--- config.mk ---
export PLATFORM = sky130hd
export DESIGN_NAME = vfb_ctrl
export DESIGN_NICKNAME = d
export VERILOG_FILES = /design/src/rtl/vfb_top_unused_placeholder_none.sv /design/src/rtl/vfb_pkg.sv /design/src/rtl/vfb_serial_if.sv /design/src/rtl/vfb_serial.sv /design/src/rtl/vfb_ctrl.sv
export SDC_FILE = /design/constraint.sdc
export NUM_CORES = 1
export LEC_CHECK = 0
export ABC_AREA = 1
export BUFFER_PORTS_ARGS = -buffer_cell sky130_fd_sc_hd__buf_2
export CORE_UTILIZATION = 45
export CTS_CLUSTER_DIAMETER = 120
export CTS_CLUSTER_SIZE = 20
export DETAILED_ROUTE_END_ITERATION = 12
export PLACE_DENSITY = 0.8
export SYNTH_ARGS = -nofsm -noshare
export SYNTH_HDL_FRONTEND = slang
export SYNTH_SLANG_ARGS = --single-unit
--- constraint.sdc ---
create_clock -name clock -period 1.5 [get_ports clock]
set_clock_uncertainty 0.15 [all_clocks]
set_input_delay 0.3 -clock clock [delete_from_list [all_inputs] [get_ports clock]]
set_output_delay 0.3 -clock clock [all_outputs]
set_load 0.02 [all_outputs]
--- src/rtl/vfb_top_unused_placeholder_none.sv ---
// intentionally empty file holder
`timescale 1ns/1ps

--- src/rtl/vfb_pkg.sv ---
// shared constants and types for the video frame buffer controller
package vfb_pkg;
  // precharge and service timing, in system clocks
  localparam logic [2:0] ROW_RECOVERY_TIMER_FAR_CLKS = 3'h3;
  localparam logic [2:0] ROW_RECOVERY_TIMER_SVC_CLKS = 3'h4;
  localparam logic [2:0] SVC_ACT_CLKS   = 3'h5;
  // serial side
  localparam int PIXELS_PER_LOAD = 4;
  localparam int PIXEL_WIDTH     = 8;
  localparam int LINE_PIXELS     = 1024;
  localparam int PIXEL_DIV       = 4;
  // reset values
  localparam logic PORT_SEL_RESET = 1'b0;

  typedef enum logic [2:0] {
    VFB_IDLE    = 3'b000,
    VFB_ROW     = 3'b001,
    VFB_COL     = 3'b011,
    VFB_ROW_RECOVERY_TIMER   = 3'b010,
    VFB_SVC_DLY = 3'b110,
    VFB_SVC_ACT = 3'b111,
    VFB_WRITE_AFTER_READ_DELAY    = 3'b101
  } vfb_state_t;

  typedef enum logic [1:0] {
    VFB_SEL_IDLE  = 2'b00,
    VFB_SEL_LATCH = 2'b01,
    VFB_SEL_READY = 2'b11
  } vfb_sel_t;
endpackage

--- src/rtl/vfb_serial_if.sv ---
// link between controller core and serial shift logic
`timescale 1ns/1ps
interface vfb_serial_if;
  logic blank;
  logic load_n;
  logic clear_n;
  modport ctrl (output blank, input load_n, input clear_n);
  modport ser  (input blank, output load_n, output clear_n);
endinterface

--- src/rtl/vfb_serial.sv ---
// serial side: four-pixel load, shift on pixel enable, clear at line end
`timescale 1ns/1ps
module vfb_serial
  import vfb_pkg::*;
#(
  parameter int PIX_W  = PIXEL_WIDTH,
  parameter int NPIX   = PIXELS_PER_LOAD,
  parameter int LINE   = LINE_PIXELS,
  parameter int DIV    = PIXEL_DIV
) (
  input  wire logic                  clock,
  input  wire logic                  arst_n,
  vfb_serial_if.ser                  sif,
  input  wire logic [NPIX*PIX_W-1:0] video_data,
  output logic      [PIX_W-1:0]      pixel_out,
  output logic                       serial_clock
);
  localparam int DW = $clog2(DIV);
  localparam int LW = $clog2(LINE + 1);

  logic [DW-1:0]        div_reg, div_next;
  logic [1:0]           ph_reg, ph_next;
  logic [LW-1:0]        cnt_reg, cnt_next;
  logic [NPIX*PIX_W-1:0] sh_reg, sh_next;
  logic                 pix_en, load, clr;

  always_comb begin
    pix_en   = (div_reg == DW'(DIV - 1));
    div_next = pix_en ? '0 : div_reg + DW'(1);
    load     = pix_en && (ph_reg == 2'h0) && !sif.blank
               && (cnt_reg < LW'(LINE));
    clr      = pix_en && (cnt_reg == LW'(LINE));
    ph_next  = ph_reg;
    cnt_next = cnt_reg;
    sh_next  = sh_reg;
    if (sif.blank) begin
      // the shift register clears during blanking; restart the line count
      cnt_next = '0;
      ph_next  = 2'h0;
      sh_next  = '0;
    end else if (clr) begin
      sh_next  = '0;
    end else if (pix_en && cnt_reg < LW'(LINE)) begin
      ph_next  = ph_reg + 2'h1;
      cnt_next = cnt_reg + LW'(1);
      if (load)
        sh_next = video_data;
      else
        sh_next = sh_reg >> PIX_W;
    end
  end

  always_ff @(posedge clock or negedge arst_n) begin
    if (!arst_n) begin
      div_reg <= '0;
      ph_reg  <= '0;
      cnt_reg <= '0;
      sh_reg  <= '0;
    end else begin
      div_reg <= div_next;
      ph_reg  <= ph_next;
      cnt_reg <= cnt_next;
      sh_reg  <= sh_next;
    end
  end

  assign pixel_out    = sh_reg[PIX_W-1:0];
  assign serial_clock = load;
  assign sif.load_n   = !load;
  assign sif.clear_n  = !clr;
endmodule // vfb_serial

--- src/rtl/vfb_ctrl.sv ---
// video frame buffer controller: strobes, arbitration, ready and busy
`timescale 1ns/1ps
module vfb_ctrl
  import vfb_pkg::*;
(
  input  wire logic                                 clock,
  input  wire logic                                 arst_n,
  input  wire logic                                 cycle_start,
  input  wire logic                                 write_cycle,
  input  wire logic                                 addr_bit22,
  input  wire logic                                 addr_bit21,
  input  wire logic                                 addr_bit3,
  input  wire logic                                 expansion_space_select_n,
  input  wire logic                                 same_page_indicator_n,
  input  wire logic                                 dram_busy_n,
  input  wire logic                                 other_busy_n,
  input  wire logic                                 core_renew_request,
  input  wire logic                                 line_blank,
  input  wire logic                                 zero_wait_mode,
  input  wire logic [PIXELS_PER_LOAD*PIXEL_WIDTH-1:0] video_data,
  output logic                                      row_strobe_buffer_one_n,
  output logic                                      row_strobe_buffer_zero_n,
  output logic                                      column_strobe_copy_zero_n,
  output logic                                      column_strobe_copy_one_n,
  output logic                                      column_strobe_copy_two_n,
  output logic                                      memory_write_strobe_n,
  output logic                                      output_or_transfer_strobe_n,
  output logic                                      row_addr_enable_n,
  output logic                                      col_addr_enable_n,
  output logic                                      serial_row_addr_enable_n,
  output logic                                      serial_col_addr_enable_n,
  output logic                                      row_strobe_delay_n,
  output logic                                      merged_service_request_n,
  output logic                                      cycle_pending_n,
  output logic                                      read_data_latch_n,
  output logic                                      write_data_latch_n,
  output logic                                      renew_request_clear_n,
  output logic                                      transfer_request_clear_n,
  output logic                                      processor_ready_n,
  output logic                                      expansion_busy_n,
  output logic                                      combined_busy_n,
  output logic                                      serial_port_zero_select_n,
  output logic                                      serial_port_one_select_n,
  output logic                                      shift_register_load_n,
  output logic                                      shift_register_empty_clear_n,
  output logic [PIXEL_WIDTH-1:0]                    pixel_out,
  output logic                                      serial_clock
);
  import vfb_pkg::*;

  vfb_state_t state_reg, state_next;
  vfb_sel_t   sel_reg, sel_next;
  logic [2:0] cnt_reg, cnt_next;
  logic       pend_reg, pend_next;
  logic       pwr_reg, pwr_next;       // pending access is a write
  logic       pa21_reg, pa21_next;
  logic       cwr_reg, cwr_next;       // access in flight is a write
  logic       ca21_reg, ca21_next;
  logic       lastrd_reg, lastrd_next;
  logic       wdret_reg, wdret_next;   // write delay returns to column
  logic       renew_reg, renew_next;
  logic       xfer_reg, xfer_next;
  logic       kind_reg, kind_next;     // 1 = refresh, 0 = transfer
  logic       port_reg, port_next;
  logic       blank_s1_reg, blank_s2_reg, blank_s3_reg;
  logic       hit, sel_hit, svc_req, svc_timer, clr_pulse;

  vfb_serial_if sif ();

  // line blank comes from the pixel domain, so it is resynchronised
  always_ff @(posedge clock or negedge arst_n) begin
    if (!arst_n) begin
      blank_s1_reg <= 1'b0;
      blank_s2_reg <= 1'b0;
      blank_s3_reg <= 1'b0;
    end else begin
      blank_s1_reg <= line_blank;
      blank_s2_reg <= blank_s1_reg;
      blank_s3_reg <= blank_s2_reg;
    end
  end
  assign sif.blank = blank_s2_reg;

  always_comb begin
    hit       = cycle_start && !expansion_space_select_n && !addr_bit22
                && dram_busy_n;
    sel_hit   = cycle_start && !expansion_space_select_n && addr_bit22;
    svc_req   = renew_reg || xfer_reg;
    svc_timer = (state_reg == VFB_SVC_ACT);
    clr_pulse = svc_timer && (cnt_reg == 3'h1);

    state_next  = state_reg;
    cnt_next    = cnt_reg;
    pend_next   = pend_reg;
    pwr_next    = pwr_reg;
    pa21_next   = pa21_reg;
    cwr_next    = cwr_reg;
    ca21_next   = ca21_reg;
    lastrd_next = lastrd_reg;
    wdret_next  = wdret_reg;
    kind_next   = kind_reg;

    // a set in the clearing cycle wins
    renew_next = core_renew_request
                 || (renew_reg && !(clr_pulse && kind_reg));
    xfer_next  = (blank_s2_reg && !blank_s3_reg)
                 || (xfer_reg && !(clr_pulse && !kind_reg));

    if (hit) begin
      pend_next = 1'b1;
      pwr_next  = write_cycle;
      pa21_next = addr_bit21;
    end else if (state_reg == VFB_COL) begin
      pend_next = 1'b0;
    end

    case (state_reg)
      VFB_IDLE: begin
        if (svc_req) begin
          kind_next  = renew_reg;
          state_next = VFB_SVC_DLY;
        end else if (pend_reg) begin
          cwr_next   = pwr_reg;
          ca21_next  = pa21_reg;
          wdret_next = 1'b0;
          state_next = (pwr_reg && lastrd_reg) ? VFB_WRITE_AFTER_READ_DELAY : VFB_ROW;
        end
      end
      VFB_ROW: state_next = VFB_COL;
      VFB_COL: begin
        lastrd_next = !cwr_reg;
        if (hit && !same_page_indicator_n && !svc_req
            && addr_bit21 == ca21_reg) begin
          cwr_next   = write_cycle;
          wdret_next = 1'b1;
          if (write_cycle && !cwr_reg)
            state_next = VFB_WRITE_AFTER_READ_DELAY;
        end else begin
          cnt_next   = svc_req ? ROW_RECOVERY_TIMER_SVC_CLKS : ROW_RECOVERY_TIMER_FAR_CLKS;
          state_next = VFB_ROW_RECOVERY_TIMER;
        end
      end
      VFB_WRITE_AFTER_READ_DELAY: begin
        lastrd_next = 1'b0;
        state_next  = wdret_reg ? VFB_COL : VFB_ROW;
      end
      VFB_ROW_RECOVERY_TIMER: begin
        cnt_next = cnt_reg - 3'h1;
        if (cnt_reg == 3'h1) begin
          if (svc_req) begin
            kind_next  = renew_reg;
            state_next = VFB_SVC_DLY;
          end else if (pend_reg) begin
            cwr_next   = pwr_reg;
            ca21_next  = pa21_reg;
            wdret_next = 1'b0;
            state_next = (pwr_reg && lastrd_reg) ? VFB_WRITE_AFTER_READ_DELAY : VFB_ROW;
          end else begin
            state_next = VFB_IDLE;
          end
        end
      end
      VFB_SVC_DLY: begin
        cnt_next   = SVC_ACT_CLKS;
        state_next = VFB_SVC_ACT;
      end
      VFB_SVC_ACT: begin
        cnt_next = cnt_reg - 3'h1;
        if (cnt_reg == 3'h1) begin
          cnt_next   = xfer_next || renew_next
                       ? ROW_RECOVERY_TIMER_SVC_CLKS : ROW_RECOVERY_TIMER_FAR_CLKS;
          state_next = VFB_ROW_RECOVERY_TIMER;
        end
      end
      default: state_next = VFB_IDLE;
    endcase

    // selection accesses sequenced by two state bits
    sel_next  = sel_reg;
    port_next = port_reg;
    case (sel_reg)
      VFB_SEL_IDLE: if (sel_hit) begin
        port_next = addr_bit3;
        sel_next  = VFB_SEL_LATCH;
      end
      VFB_SEL_LATCH: sel_next = VFB_SEL_READY;
      VFB_SEL_READY: sel_next = VFB_SEL_IDLE;
      default:       sel_next = VFB_SEL_IDLE;
    endcase
  end

  always_ff @(posedge clock or negedge arst_n) begin
    if (!arst_n) begin
      state_reg  <= VFB_IDLE;
      sel_reg    <= VFB_SEL_IDLE;
      cnt_reg    <= 3'h0;
      pend_reg   <= 1'b0;
      pwr_reg    <= 1'b0;
      pa21_reg   <= 1'b0;
      cwr_reg    <= 1'b0;
      ca21_reg   <= 1'b0;
      lastrd_reg <= 1'b0;
      wdret_reg  <= 1'b0;
      renew_reg  <= 1'b0;
      xfer_reg   <= 1'b0;
      kind_reg   <= 1'b0;
      port_reg   <= PORT_SEL_RESET;
    end else begin
      state_reg  <= state_next;
      sel_reg    <= sel_next;
      cnt_reg    <= cnt_next;
      pend_reg   <= pend_next;
      pwr_reg    <= pwr_next;
      pa21_reg   <= pa21_next;
      cwr_reg    <= cwr_next;
      ca21_reg   <= ca21_next;
      lastrd_reg <= lastrd_next;
      wdret_reg  <= wdret_next;
      renew_reg  <= renew_next;
      xfer_reg   <= xfer_next;
      kind_reg   <= kind_next;
      port_reg   <= port_next;
    end
  end

  // strobe decode from registered state, except the zero-wait write data latch, which decodes hit from the inputs
  logic row_on, col_on, svc_on;
  always_comb begin
    row_on = (state_reg == VFB_ROW) || (state_reg == VFB_COL)
             || (state_reg == VFB_WRITE_AFTER_READ_DELAY && wdret_reg);
    svc_on = (state_reg == VFB_SVC_DLY) || svc_timer;
    col_on = (state_reg == VFB_COL) || (state_reg == VFB_WRITE_AFTER_READ_DELAY && wdret_reg)
             || (svc_on && kind_reg);      // column before row for refresh
  end

  assign row_strobe_buffer_one_n  = !((row_on && !ca21_reg) || svc_timer);
  assign row_strobe_buffer_zero_n = !((row_on && ca21_reg) || svc_timer);
  // copies only spread load; one term keeps them identical
  assign column_strobe_copy_zero_n = !col_on;
  assign column_strobe_copy_one_n  = !col_on;
  assign column_strobe_copy_two_n  = !col_on;
  assign memory_write_strobe_n = !((state_reg == VFB_COL) && cwr_reg
                                   && !svc_on);
  assign output_or_transfer_strobe_n =
    !(((state_reg == VFB_COL) && !cwr_reg) || (svc_on && !kind_reg));
  assign row_addr_enable_n        = !(state_reg == VFB_ROW);
  assign col_addr_enable_n        = !(state_reg == VFB_COL);
  assign serial_row_addr_enable_n = !(svc_on && !kind_reg
                                      && state_reg == VFB_SVC_DLY);
  assign serial_col_addr_enable_n = !(svc_timer && !kind_reg);
  assign row_strobe_delay_n       = !(state_reg == VFB_SVC_DLY);
  assign merged_service_request_n = !svc_req;
  assign cycle_pending_n          = !pend_reg;
  assign read_data_latch_n = !((state_reg == VFB_COL) && !cwr_reg);
  assign write_data_latch_n = zero_wait_mode ? !hit
                              : !((state_reg == VFB_COL) && cwr_reg);
  assign renew_request_clear_n    = !(clr_pulse && kind_reg);
  assign transfer_request_clear_n = !(clr_pulse && !kind_reg);
  assign processor_ready_n = !((state_reg == VFB_COL)
                               || (sel_reg == VFB_SEL_READY));
  assign expansion_busy_n = !(pend_reg || state_reg != VFB_IDLE);
  assign combined_busy_n  = expansion_busy_n && other_busy_n;
  // one register drives both, so they can never be low together
  assign serial_port_zero_select_n = port_reg;
  assign serial_port_one_select_n  = !port_reg;
  assign shift_register_load_n        = sif.load_n;
  assign shift_register_empty_clear_n = sif.clear_n;

  vfb_serial u_serial (
    .clock        (clock),
    .arst_n       (arst_n),
    .sif          (sif),
    .video_data   (video_data),
    .pixel_out    (pixel_out),
    .serial_clock (serial_clock)
  );
endmodule // vfb_ctrl

**Word level (Yosys, flattened, before mapping)**

Index checks and enable logic that the tools add are counted.

- Bits in registers: 69
- Word-level logic and storage cells: 189
- Input bits: 46

- Magnitude comparators: 1
- Add/subtract/negate cells: 4
- Reduce and logical (&&, ||, !) cells: 93
- Eq/ne operators: 20
- Multiplexer cells: 50

Operators with widths:

| kind | number |
|---|---|
| $mux 32 | 4 |
| $mux 3 | 13 |
| $mux 11 | 3 |
| $logic_and 1x1->1 | 31 |
| $logic_not 1->1 | 31 |
| $pmux 3 s7 | 1 |
| $mux 1 | 16 |
| $logic_or 1x1->1 | 14 |
| $mux 2 | 6 |
| $pmux 3 s4 | 1 |
| $add 11x1->11 const B | 1 |
| $eq 11x11->1 const B | 1 |
| $lt 11x11->1 const B | 1 |
| $ne 2x2->1 const B | 5 |
| $eq 3x3->1 const B | 3 |
| $reduce_bool 3->1 | 3 |
| $reduce_and 2->1 | 4 |
| $reduce_bool 2->1 | 4 |
| $eq 3x1->1 const B | 2 |
| $eq 3x2->1 const B | 2 |
| $ne 3x3->1 const B | 2 |
| $pmux 1 s2 | 3 |
| $pmux 1 s3 | 2 |
| $add 2x1->2 const B | 2 |
| 11 further kinds | 13 |

**Depth between registers and ports, before layout**

- Depth in word-level cells: 10
- Mapped depth: 13
- Gate-level depth less buffers: 13

**Hierarchy**

From an unflattened synthesis, not the netlist that was laid out.

- Cell total of the unflattened synthesis: 492
- Area total of the unflattened synthesis: 3829.9 µm²

Modules (own cells, without submodules):

| module | area each (µm²) | times used | seq. area each (µm²) | cells an instance |
|---|---|---|---|---|
| vfb_serial | 2484.9 | 1 | 1176.1 | 310 |
| vfb_ctrl | 1345.0 | 1 | 550.5 | 182 |

**Worst setup path before layout**

No wires, ideal clock.

- Kind: reg2out
- Start point: register state_reg[1]
- End point: output column_strobe_copy_two_n
- Buffers on the path: 3
- Stages on the path, launching flop included: 7
- Arrival: 1.736 ns
- Setup slack: -0.686 ns
- Required time: 1.050 ns
- Cells stage by stage: dfrtp_1 > buf_2 > inv_1 > nor3_4 > buf_4 > a211oi_1 > buf_4

- Longest elaborated chain between the ends: 5
- Elaborated cells between the ends (all ways): 10
- Those cells by class: eq/ne: 4; reduce/logical: 6

RTL lines:

| item | line | source |
|---|---|---|
| start: declaration | vfb_ctrl.sv:51 | `vfb_state_t state_reg, state_next;` |
| start signal: assignment | vfb_ctrl.sv:209 | `state_reg <= state_next;` |
| $eq 3x3->1 (on tied branches) | vfb_ctrl.sv:232, vfb_ctrl.sv:89, vfb_ctrl.sv:231 |  |
| $logic_and 1x1->1 or $logic_or 1x1->1 (tied branches) | vfb_ctrl.sv:232, vfb_ctrl.sv:231 |  |
| $logic_or 1x1->1 or $logic_and 1x1->1 (tied branches) | vfb_ctrl.sv:232, vfb_ctrl.sv:233 |  |
| $logic_or 1x1->1 * | vfb_ctrl.sv:233 | `\|\| (svc_on && kind_reg);` |
| $logic_not 1->1 * | -- |  |
| end: declaration | vfb_ctrl.sv:25 | `output logic column_strobe_copy_two_n,` |

Mark *: on every way between the ends. The rest lies on a longest branch, timed or not.

**Final worst setup path**

- Start point: register state_reg[2]
- End point: register cnt_reg[2]

- Longest elaborated chain between the ends: 10
- Elaborated cells between the ends (all ways): 20
- Those cells by class: eq/ne: 5; mux: 3; reduce/logical: 12

RTL lines:

| item | line | source |
|---|---|---|
| $eq 3x3->1 | vfb_ctrl.sv:89 | `svc_timer = (state_reg == VFB_SVC_ACT);` |
| $logic_and 1x1->1 | vfb_ctrl.sv:90 | `clr_pulse = svc_timer && (cnt_reg == 3'h1);` |
| $logic_and 1x1->1 | vfb_ctrl.sv:107 | `\|\| (xfer_reg && !(clr_pulse && !kind_reg));` |
| $logic_not 1->1 | vfb_ctrl.sv:107 |  |
| $logic_and 1x1->1 | vfb_ctrl.sv:107 |  |
| $logic_or 1x1->1 | vfb_ctrl.sv:107 |  |
| named net xfer_next | vfb_ctrl.sv:62 | `logic xfer_reg, xfer_next;` |
| $logic_or 1x1->1 | vfb_ctrl.sv:170 | `cnt_next = xfer_next \|\| renew_next` |
| $mux 3 | vfb_ctrl.sv:171 | `? ROW_RECOVERY_TIMER_SVC_CLKS : ROW_RECOVERY_TIMER_FAR_CLKS;` |
| $mux 3 | vfb_ctrl.sv:169 | `if (cnt_reg == 3'h1) begin` |
| $pmux 3 s4 | vfb_ctrl.sv:117 | `case (state_reg)` |
| end signal: assignment | vfb_ctrl.sv:211 | `cnt_reg <= cnt_next;` |
| end: declaration | vfb_ctrl.sv:53 | `logic [2:0] cnt_reg, cnt_next;` |

The timed path passes the listed nets, and every way through them passes these cells.
A chain may end at the register's enable or synchronous reset.

==> results.sh <==
export IMPL_die_h_microns=92.11
export IMPL_dpl_hpwl_microns=6421
export IMPL_htree_levels=3
export IMPL_holdWs_ns=-0.006031
export IMPL_peakVddDrop_mv=0.8720
export IMPL_port_buffers=79
export IMPL_drv_cap=0
export IMPL_pin_count=80
export IMPL_seq_area_frac_synth_pct=47.26
export IMPL_yosysUniqueCellTypes=34
export IMPL_clock_path_buffers=2
export IMPL_tritoncts="done"
export IMPL_endpoint_kind="flip-flop"
export IMPL_rsz0062_at_grt="true"
export IMPL_instances_no_fill=746
export IMPL_violations="negative hold slack, negative setup slack"
export IMPL_max_stage_delay_ns=0.49
export IMPL_grt_max_degree=30
export IMPL_yosys_warnings=0
export IMPL_nets=692
export IMPL_numCtsBuffers=9
export IMPL_path_cells="buf_6, nand2_8, nor2_4, buf_12, nand3_4, buf_4, nand2_2, nand2_2, nor2_1, nor2_1, nand2_1, nand2_1, nand2_1, nand2_1"
export IMPL_fin_crit_sh_pct=149.2
export IMPL_multi_input_area_sq_um=2302
export IMPL_wl_per_cell_microns=21.91
export IMPL_hp_class="in2reg"
export IMPL_synth_area_leader_cell="dfrtp_1"
export IMPL_synth_area_top_cells="dfrtp_1 47%, nand2_1 13%, o211ai_1 4.9%, inv_1 4.5%, or2_2 4.3%"
export IMPL_overflow=0
export IMPL_via_count=4432
export IMPL_hold_viol=1
export IMPL_avgSynthCellArea_sq_um=8.173
export IMPL_wl_microns=16340
export IMPL_ys_ff_latch=69
export IMPL_fin_ws_ns=-0.7385
export IMPL_setup_viol=82
export IMPL_yosysTopAreaCellShare_pct=47.26
export IMPL_drive_above_1_share_pct=61.96
export IMPL_fin_util_pct=81.07
export IMPL_fillers=365
export IMPL_syn_to_final_growth_pct=73.25
export IMPL_antenna_found_initial=0
export IMPL_regArea_sq_um=1728
export IMPL_grt_pass1_wl_microns=21080
export IMPL_finalPower_w=0.008185
export IMPL_cpMaxStageDelayCell="dfrtp_2"
export IMPL_max_slew_margin_rel_pct=66.14
export IMPL_die_x_microns=92.11
export IMPL_remaining_drc_errors=0
export IMPL_dp_cells=670
export IMPL_slew_viol_final=0
export IMPL_cp_max_fo=5
export IMPL_die_area_sq_um=8483
export IMPL_postSynthCellCount=447
export IMPL_crit_type="reg2reg"
export IMPL_syn_cell_area_sq_um=3654
export IMPL_insertion_delay_ns=0.35
export IMPL_cts_clk_slew_worst_paths_ns=0.08
export IMPL_power_leakage_nw=3.124
export IMPL_post_drt_via_cell_ratio=5.941
export IMPL_worst_slew_pin_slew_ns=0.5043
export IMPL_drt_iter0_drc=413
export IMPL_ant_nets=0
export IMPL_syn_num_nets=499
export IMPL_first_pass_iters=5
export IMPL_cts_root_buf="clkbuf_8"
export IMPL_powerDensity_nw_per_um2=1293
export IMPL_crit_top_cell="nand2_1"
export IMPL_period_minus_slack_ns=2.238
export IMPL_core_area_sq_um=7807
export IMPL_largest_reg_flops=32
export IMPL_run_status="complete, but fails checks"
export IMPL_cp_start_kind="flip-flop"
export IMPL_fmax_ghz=0.4467
export IMPL_num_rows=32
export IMPL_worstPathArrival_ns=2.29
export IMPL_cts_sinks=69
export IMPL_place_congestion=0.8807
export IMPL_start_util_pct=46.79
export IMPL_grt_pass1_vias=4285
export IMPL_grt_total_usage_pct=32.20
export IMPL_required_ns=1.55
export IMPL_diodes=0
==> worst paths after layout <==
check	startpoint	end	slack (ns)	cells past startpoint
max	state_reg[2]	cnt_reg[2]	-0.74	14
min	video_data[24]	u_serial.sh_reg[24]	-0.006	3
max reg2reg	state_reg[2]	cnt_reg[2]	-0.74	14
min reg2reg	blank_s1_reg	blank_s2_reg	0.21	0
max in group asynchronous	arst_n	u_serial.div_reg[1]	0.42	3
min in group asynchronous	arst_n	ca21_reg	0.27	2
==> power breakdown <==
part           total, W  internal [W]  leakage [nW]  switching [W]
sequential      0.00235       0.00208         0.896       0.000272
combinational   0.00414       0.00180          2.13        0.00234
clock           0.00169      0.000927         0.101       0.000765
total           0.00818       0.00481          3.12        0.00338
==> layer usage <==
| layer | vias up | part of all wire, % | global-route usage, % |
|---|---|---|---|
| li1 | 1823 | - | - |
| met1 | 2079 | 34 | 36.80 |
| met2 | 376 | 49 | 54.60 |
| met3 | 154 | 8.2 | 6.136 |
| met4 | 0 | 9.2 | 21.61 |
| met5 | - | 0 | 0 |
==> synth_stat cells <==
master    count
nand2_1     124
dfrtp_1      69
inv_1        44
nor2_1       29
or2_2        25
o211ai_1     24
a21oi_1      19
o21ai_0      19
nand3_1      18
buf_4        14
nor3_1        7
ha_1          6
inv_2         5
nand2_2       5
o21ai_1       5
buf_2         4
buf_6         3
clkbuf_1      3
a211oi_1      2
nand3_2       2
nand3b_1      2
nand4_1       2
nand4_2       2
nor2_2        2
nor2_4        2
xnor2_1       2
and3_1        1
clkbuf_2      1
nor3_2        1
nor3_4        1
nor3b_1       1
nor3b_2       1
o21bai_2      1
or2_0         1
==> worst max-delay path, delay by kind of cell (launching register included) <==
family                 cells  cell delay (ns)
AND/OR/NAND/NOR           11             0.99
flip-flops                 1             0.49
buffers and inverters      3             0.44
==> through the flow <==
stage	hold WS [ns]	setup slack (ns)	instance area (sq um)	TNS, ns
final	-0.006031	-0.7385	6330	-36.41
after global routing	0.01168	-0.7685	6330	-38.59
after CTS	0.0005323	-0.5942	5869	-24.08
after detailed placement	0.1101	-0.3341	4696	-16.03
after global placement	0.1128	-0.2912	4696	-13.48
after floorplan	-0.1456	-0.3258	3839	-8.717
==> layout make-up <==
class | instances | area share (%)
Clock buffer | 9 | 1.957
Clock inverter | 6 | 1.403
Inverter | 49 | 3.202
Multi-Input combinational cell | 308 | 36.37
Sequential cell | 69 | 27.30
Tap cell | 102 | 2.016
Timing Repair Buffer | 203 | 27.75
==> cell families (layout without fill, tap and decap cells) <==
kind of cell | count (synthesis) | in the layout | share of synthesized area (%)
compound gates | 70 | 70 | 11.54
xor+xnor | 2 | 2 | 0.4795
fa+ha+maj | 6 | 6 | 2.055
buf+inv | 74 | 267 | 9.829
flops | 69 | 69 | 47.26
simple gates | 226 | 230 | 28.84
==> layout by cell type (no fill, tap or decap), drive strengths merged <==
cell type / synthesis / layout
nor3b: 2 / 2
xnor2: 2 / 2
a21oi: 19 / 19
o211ai: 24 / 24
clkinv: 0 / 2
o21bai: 1 / 1
nand4: 4 / 4
ha: 6 / 6
buf: 21 / 196
dfrtp: 69 / 69
clkinvlp: 0 / 3
o21ai: 24 / 24
nor2: 33 / 34
inv: 49 / 48
and3: 1 / 4
bufinv: 0 / 2
dlygate4sd3: 0 / 7
nand3b: 2 / 2
clkbuf: 4 / 9
or2: 26 / 26
nand2: 129 / 129
nor3: 9 / 9
a211oi: 2 / 2
nand3: 20 / 20
==> timing repair <==
action / CTS / global route
pin swaps: 57 / 34
hold buffers: 7 / 0
gates cloned: 6 / 0
setup endpoints to repair: 74 / 82
buffers inserted: 36 / 15
resized for setup: 166 / 112
hold endpoints to repair: 20 / 0
No activity file was read; power rests on OpenSTA's default activity.
